## config.mk

```make
export PLATFORM = sky130hd
export DESIGN_NAME = ppc_ctrl
export DESIGN_NICKNAME = d
export VERILOG_FILES = /design/src/logic/ppc_pkg.sv /design/src/logic/ppc_ctrl.sv
export SDC_FILE = /design/constraint.sdc
export NUM_CORES = 1
export LEC_CHECK = 0
export ABC_AREA = 1
export ABC_CLOCK_PERIOD_IN_PS = 1300
export BUFFER_PORTS_ARGS = -buffer_cell sky130_fd_sc_hd__buf_4
export CORE_MARGIN = 2
export CORE_UTILIZATION = 32
export CTS_CLUSTER_DIAMETER = 50
export DETAILED_ROUTE_END_ITERATION = 6
export SKIP_CTS_REPAIR_TIMING = 1
export SYNTH_ARGS = -nofsm -noshare
export SYNTH_HDL_FRONTEND = slang
export SYNTH_SLANG_ARGS = --single-unit
```

## constraint.sdc

```tcl
create_clock -name clk_sys -period 1.3 [get_ports clk_sys]
set_input_delay 0.065 -clock clk_sys [delete_from_list [all_inputs] [get_ports clk_sys]]
set_output_delay 0.065 -clock clk_sys [all_outputs]
set_load 0.01 [all_outputs]
```

## src/logic/ppc_pkg.sv

```systemverilog
// constants of the parallel port control register block
// assumes a 16-bit control word reached over a plain strobe port
// How it works
// - global enable gates every off-chip access
// - stop-in-idle halts port while device idles
// - two-bit field picks address/data multiplexing
// - byte-enable pin enable, sixteen-bit mode only
// - write/enable strobe pin enable bit
// - read strobe pin enable bit
// - chip-select function: 10 select, 0x address
// - address latch polarity high or low
// - chip-select-1 polarity high or low
// - polarity ignored where pin is address
// - unimplemented bits ignore writes, read zero
package ppc_pkg;
    localparam int          ADDR_W       = 4;
    localparam logic [3:0]  CTRL_OFFSET  = 4'h0;  // control register index
    localparam logic [15:0] CTRL_RESET   = 16'h0000;
    localparam logic [15:0] CTRL_MASK    = 16'hBFEF; // bits 14 and 4 absent
    localparam int          BIT_EN       = 15;
    localparam int          BIT_IDLE     = 13;
    localparam int          BIT_MUX_LO   = 11;
    localparam int          BIT_BE_EN    = 10;
    localparam int          BIT_WR_EN    = 9;
    localparam int          BIT_RD_EN    = 8;
    localparam int          BIT_CSF_LO   = 6;
    localparam int          BIT_ALP      = 5;
    localparam int          BIT_CHIP_SELECT1_POLARITY     = 3;
    localparam int          BIT_BEP      = 2;
    localparam int          BIT_WRITE_STROBE_POLARITY     = 1;
    localparam int          BIT_READ_STROBE_POLARITY     = 0;
    localparam logic [1:0]  CSF_CHIPSEL  = 2'h2;
    localparam logic [1:0]  MUX_SEPARATE = 2'h3;
endpackage
```

## src/logic/ppc_ctrl.sv

```systemverilog
// control register of the parallel master port and its pin steering
// assumes a device idle level on the system clock and a strobe register port
//
// Local design decisions: the address map and strobed register access.
`timescale 1ns/100ps
`default_nettype none
module ppc_ctrl (
    // clock and reset
    input  wire logic        clk_sys,
    input  wire logic        rst_n,
    // register port
    input  wire logic [3:0]  reg_addr,
    input  wire logic [15:0] reg_wdata,
    input  wire logic        reg_wr,
    input  wire logic        reg_rd,
    output logic      [15:0] reg_rdata,
    // device state and sixteen-bit master mode
    input  wire logic        device_idle,
    input  wire logic        mode_16bit,
    // raw port activity from the cycle engine
    input  wire logic        latch_req,
    input  wire logic        cs1_req,
    // steering outputs
    output logic             port_active,
    output logic [1:0]       addr_data_mux_select,
    output logic             byte_enable_pin_enable,
    output logic             write_strobe_pin_enable,
    output logic             read_strobe_pin_enable,
    output logic             chip_select1_is_select,
    output logic             addr_latch_low_pin,
    output logic             chip_select1_pin,
    output logic [2:0]       strobe_polarity
);
    // control word state
    logic [15:0] ctrl_q;        // stored control word
    logic [15:0] ctrl_d;        // next control word

    // read return state
    logic [15:0] rdata_q;       // read data, one cycle behind strobe
    logic [15:0] rdata_d;       // next read data

    // steering state
    logic [14:0] pins_q;        // registered steering outputs
    logic [14:0] pins_d;        // next steering outputs

    // decoded control fields, all plain combinational nets
    logic        run;           // port allowed to run
    logic [1:0]  csf;           // chip select function field
    logic        cs_sel;        // cs1 pin serves as chip select
    logic        latch_active;  // logical latch request, gated by run
    logic        cs1_active;    // logical cs1 request, gated by run

    // address decode, shared by the write and read paths
    // so both always agree on where the control word sits
    function automatic logic hits_ctrl(input logic [3:0] addr);
        hits_ctrl = (addr == ppc_pkg::CTRL_OFFSET);
    endfunction

    // logical request to pin level
    // a set polarity bit means active high, a cleared one active low,
    // so an idle pin rests at the inverse of its polarity bit
    function automatic logic to_pin(input logic active, input logic active_high);
        to_pin = active_high ? active : !active;
    endfunction

    // next control word
    // writes elsewhere in the map leave the word alone;
    // the mask keeps the two unimplemented positions at zero
    always_comb begin
        ctrl_d = ctrl_q;                                 // hold by default
        if (reg_wr && hits_ctrl(reg_addr)) begin
            ctrl_d = reg_wdata & ppc_pkg::CTRL_MASK;
        end
    end

    // control word register, clears at reset
    always_ff @(posedge clk_sys or negedge rst_n) begin
        if (!rst_n) begin
            ctrl_q <= ppc_pkg::CTRL_RESET;               // all fields off
        end else begin
            ctrl_q <= ctrl_d;
        end
    end

    // next read data
    // zero outside the cycle after a read, so a stale word never
    // lingers on the bus; unmapped addresses read zero as well
    always_comb begin
        rdata_d = 16'h0000;                              // idle bus reads zero
        if (reg_rd) begin
            if (hits_ctrl(reg_addr)) begin
                rdata_d = ctrl_q;
            end
        end
    end

    // read data register
    always_ff @(posedge clk_sys or negedge rst_n) begin
        if (!rst_n) begin
            rdata_q <= 16'h0000;
        end else begin
            rdata_q <= rdata_d;
        end
    end

    // decoded fields and next steering outputs
    // everything goes through one more flop so the pins never glitch
    // on a register write; the cost is one cycle of lag after a write
    always_comb begin
        // chip select function: only 10 makes cs1 a select,
        // the reserved 11 is treated like an address line
        csf          = ctrl_q[ppc_pkg::BIT_CSF_LO +: 2];
        cs_sel       = (csf == ppc_pkg::CSF_CHIPSEL);
        // idle only stops the port when software asked for it
        run          = ctrl_q[ppc_pkg::BIT_EN]
                       && !(ctrl_q[ppc_pkg::BIT_IDLE] && device_idle);
        // a stopped port makes no off-chip activity
        latch_active = run && latch_req;
        cs1_active   = run && cs1_req;
        // run flag and address/data multiplexing
        pins_d[0]     = run;
        pins_d[2:1]   = ctrl_q[ppc_pkg::BIT_MUX_LO +: 2];
        // strobe pin enables, byte enable only in sixteen-bit mode
        pins_d[3]     = run && mode_16bit && ctrl_q[ppc_pkg::BIT_BE_EN];
        pins_d[4]     = run && ctrl_q[ppc_pkg::BIT_WR_EN];
        pins_d[5]     = run && ctrl_q[ppc_pkg::BIT_RD_EN];
        pins_d[6]     = cs_sel;
        // address latch strobe level from its polarity bit
        pins_d[7]     = to_pin(latch_active, ctrl_q[ppc_pkg::BIT_ALP]);
        // cs1 as an address line: polarity does not apply, pin held low
        if (cs_sel) begin
            pins_d[8] = to_pin(cs1_active, ctrl_q[ppc_pkg::BIT_CHIP_SELECT1_POLARITY]);
        end else begin
            pins_d[8] = 1'b0;
        end
        // remaining polarity bits are only stored and exported
        pins_d[11:9]  = {ctrl_q[ppc_pkg::BIT_BEP], ctrl_q[ppc_pkg::BIT_WRITE_STROBE_POLARITY],
                         ctrl_q[ppc_pkg::BIT_READ_STROBE_POLARITY]};
        // spare flops, tied low
        pins_d[14:12] = 3'h0;
    end

    // steering register
    always_ff @(posedge clk_sys or negedge rst_n) begin
        if (!rst_n) begin
            pins_q <= 15'h0000;                          // every output low in reset
        end else begin
            pins_q <= pins_d;
        end
    end

    // outputs, each a straight copy of a flop
    assign reg_rdata               = rdata_q;
    assign port_active             = pins_q[0];
    assign addr_data_mux_select    = pins_q[2:1];
    assign byte_enable_pin_enable  = pins_q[3];
    assign write_strobe_pin_enable = pins_q[4];
    assign read_strobe_pin_enable  = pins_q[5];
    assign chip_select1_is_select  = pins_q[6];
    assign addr_latch_low_pin      = pins_q[7];
    assign chip_select1_pin        = pins_q[8];
    assign strobe_polarity         = pins_q[11:9];
endmodule // ppc_ctrl
`default_nettype wire

```

After elaboration in Yosys (flattened, before gate mapping)
Index checks and enable logic that the tools add are counted.
{"block": "word_totals", "mem_bits_ro": 0, "mem_count": 0, "word_cells": 22, "reg_bits": 42, "ram_bits": 0, "latch_bits": 0}
{"block": "classes", "magnitude_cmp": 0, "addsub": 0, "mul": 0, "shifts": 0, "n_reduce_logical": 13, "mux": 5, "eq_ne": 1, "n_div": 0, "n_bitwise": 0}
{"op": "2-to-1 mux 16 bit", "count": 2}
{"op": "logical AND 1 bit", "count": 9}
{"op": "logical NOT 4 bit", "count": 1}
{"op": "logical NOT 1 bit", "count": 3}
{"op": "2-to-1 mux 1 bit", "count": 3}
{"op": "== test 2 bit, second input constant", "count": 1}

Logic depth before layout (Yosys ltp)
{"block": "logic_depth", "word_depth": 7, "ltp_mapped": 6}

Worst setup path before layout
OpenSTA, ideal clock, no wires.
{"block": "synth_path", "path_kind": "reg-to-reg", "startpoint": "reg ctrl_q[13]", "endpoint": "reg pins_q[7]", "setup_time_ns": 0.116, "setup_slack_ns": 0.459, "t_arrival_ns": 0.725, "path_buffers": 0, "stages_incl_launch_ff": 7, "period_less_slack_ns": 0.841, "cell_sequence": "dfrtp_1 -> nand2_1 -> nand2_1 -> inv_1 -> nand2_1 -> nand2_1 -> nand2_1"}
{"block": "synth_between", "elab_chain_cells": 6}
{"item": "from (decl)", "line_no": "ppc_ctrl.sv:35", "text": "logic [15:0] ctrl_q;"}
{"item": "from (signal assigned)", "line_no": "ppc_ctrl.sv:79", "text": "ctrl_q <= ppc_pkg::CTRL_RESET;"}
{"item": "from (signal assigned)", "line_no": "ppc_ctrl.sv:81", "text": "ctrl_q <= ctrl_d;"}
{"item": "logical AND 1 bit *", "line_no": "ppc_ctrl.sv:116", "text": "&& !(ctrl_q[ppc_pkg::BIT_IDLE] && device_idle);"}
{"item": "logical NOT 1 bit *", "line_no": "ppc_ctrl.sv:116"}
{"item": "logical AND 1 bit *", "line_no": "ppc_ctrl.sv:116"}
{"item": "net pins_d[0]", "line_no": "ppc_ctrl.sv:44", "text": "logic [14:0] pins_d;"}
{"item": "logical AND 1 bit *", "line_no": "ppc_ctrl.sv:118", "text": "latch_active = run && latch_req;"}
{"item": "logical NOT 1 bit", "line_no": "ppc_ctrl.sv:63", "text": "to_pin = active_high ? active : !active;"}
{"item": "2-to-1 mux 1 bit *", "line_no": "ppc_ctrl.sv:63"}
{"item": "net pins_d[7]", "line_no": "ppc_ctrl.sv:44"}
{"item": "to (signal assigned)", "line_no": "ppc_ctrl.sv:148", "text": "pins_q <= pins_d;"}
{"item": "to (decl)", "line_no": "ppc_ctrl.sv:43", "text": "logic [14:0] pins_q;"}
Mark *: on every way through the listed nets, which the timed path passes. The rest lies on a longest branch.
A chain may end at the register's enable or synchronous reset.

Final worst setup path
Ends and elaborated chain as after synthesis.

==> results.cfg <==
[outcome]
status = complete, no violations

[route]
drt-pass1-iter-count = 4
vias = 976
drcViolationCount = 0
wl_per_cell_um = 10.2
totalWireLength_um = 2490
drt_iter0_markers = 57
vias_per_cell = 3.98
antenna_left = 0

[setup_path]
cp_slowest_cell = dfrtp_1
crit_path_frequent_cell = nand2_1
path_cells = nand2_1 > nand2_1 > inv_1 > nand2_1 > nand2_1 > nand2_1
critPathTopFamily = flip-flops
crit_type = flip-flop to flip-flop
arrival_ns = 1.13
cpPeakStageDelay_ns = 0.40
worstPathRequired_ns = 1.48
critPathBufInv = 1
critPathLaunchType = flip-flop
crit_fanout = 4
endpoint_kind = flip-flop

[job]
maxCapViolCount = 0

[yosys]
synth_largest_area_cell = dfrtp_1
synth.area.mux_share_pct = 0
synth-seq-cells = 40
synth_top_family_by_area = simple AND/OR/NAND/NOR gates
ys_seq_area_share_pct = 67.1
syn_area_um2 = 1490
synthAdderAreaFrac_pct = 0
netlist_instances = 137
synth_compound_area_share_pct = 8.21
synthTopCellsByArea = dfrtp_1 67%, o21ai_2 8.2%, inv_1 7.3%
syn_avg_cell_area_um2 = 10.9
synth-xor-area-share_pct = 0
ys_types = 12
yosysTopAreaCellShare_pct = 67.1
yosys_warnings = 0
synth-simple-area-share_pct = 13.9

[power]
p_leak_nw = 1.10
p_sw_w = 0.000699
p_per_area_nw_per_um2 = 1380
sequentialPowerShare_pct = 53.7
switching_share_pct = 25.3
ir_worst_vdd_v = 0.000564
p_clk_share_pct = 29.6
p_int_w = 0.00206
p_comb_share_pct = 16.7

[worst_hold_path]
hold_class = input pin to flip-flop

[cells_and_area]
seq_area_um2 = 1000
antenna_cells = 0
area_growth_pct = 33.7
instances_no_fill = 245
fillers = 434
nets = 220
layout-drive-gt1-share_pct = 38.9
multi_input_area_um2 = 338

[cts]
clockBufferDepth = 2
cts.sinks = 40
cts_tree = yes
numCtsBuffers = 5
insertion_delay_ns = 0.29
cts_root_buffer = clkbuf_8
cts_max_level = 2
clk_pin_slew_ns = 0.07

[placement]
dp.cells = 236
port_buffers = 51
gp_congestion = 0.688
place_hpwl_um = 1750

[global_routing]
grt_pass1_vias = 930
grt_antenna_before_repair = 0
grt_overflow = 0
grt_max_degree = 41
track_usage_pct = 10.8
grt_pass1_wl_um = 4180

[timing]
fin_hold_ws_ns = 0.0146
finalMaxSlewViolations = 0
fin_setup_tns_ns = 0
skew_ns = 0.00514
setup_viol_count_final = 0
fin_crit_sh_pct = 72.7
rsz0062_at_grt = no
fin_crit_ns = 0.946
fmax_mhz = 1060
final-hold-violation-count = 0

[floorplan]
chipWidth_um = 72.3
die_y_um = 72.3
dieArea_um2 = 5230
rows = 24
ios = 56
core_um2 = 4410
initial_core_util_pct = 33.8
## state kept, by name, summed over array words and instances (netlist names)
register   cells
ctrl_q        14
reg_rdata     14
pins_q        12
## cell usage in the layout (no fill, tap or decap), drive strengths merged
cell type and instances:
buf 51, dfrtp 40, inv 29, nand2 22, nor2 22, o21ai 14, clkbuf 8, nand3 4
conb 2, dlygate4sd3 1
## layer usage
metal,up-vias,part of all wire (%),GRT usage [%]
met3,7,8.0,4.72
met5,-,0,0
met4,0,1.9,4.40
li1,507,-,-
met1,424,41,12.5
met2,38,49,17.5
## Yosys cell counts
library cell and number:
buf_4 2, buf_6 3, conb_1 1, dfrtp_1 40
inv_1 29, nand2_1 22, nand3_1 2, nand3_2 1
nand3_4 1, nor2_1 20, nor2_2 2, o21ai_2 14
## cell families after synthesis
family / after synthesis
flops: 40
other cells: 1
simple gates: 48
compound gates: 14
buf+inv: 34
## power groups by stage
stage               Combinational, W  Sequential (W)  Clock, W
floorplan                   0.000214         0.00154         0
global placement            0.000463         0.00151         0
detailed placement          0.000467         0.00151         0
CTS                         0.000470         0.00149  0.000848
global route                0.000528         0.00151  0.000913
finish                      0.000461         0.00148  0.000818
## worst reg2reg max path, stage by stage (launching register included)
cell	delay (ns)
dfrtp_1	0.40
nand2_1	0.08
nand2_1	0.11
inv_1	0.11
nand2_1	0.05
nand2_1	0.05
nand2_1	0.04
## cell type report
| type | instances | share of cell area [%] |
|---|---|---|
| Clock buffer | 8 | 4.51 |
| Inverter | 29 | 5.45 |
| Multi-Input combinational cell | 64 | 16.9 |
| Tap cell | 52 | 3.26 |
| Timing Repair Buffer | 52 | 19.7 |
| Sequential cell | 40 | 50.2 |
## final timing paths
check | startpoint | end | slack, ns | cells past startpoint
setup / recovery | ctrl_q[13] | pins_q[7] | 0.35 | 6
max in group asynchronous | rst_n | pins_q[10] | 0.68 | 2
setup reg to reg | ctrl_q[13] | pins_q[7] | 0.35 | 6
min in group asynchronous | rst_n | ctrl_q[11] | 0.29 | 2
hold / removal | mode_16bit | pins_q[3] | 0.01 | 3
hold reg to reg | ctrl_q[2] | pins_q[11] | 0.40 | 0
## per-stage QoR
step	setup WS [ns]	power, W	util (%)	instance area (µm²)
detailed placement	0.194	0.00198	42.9	1900
floorplan	0.459	0.00175	-	1500
finish	0.354	0.00276	45.2	2000
global placement	0.207	0.00197	42.9	1900
global route	0.194	0.00295	45.2	2000
CTS	0.336	0.00280	45.0	1990
(Power assumes the default switching activity.)
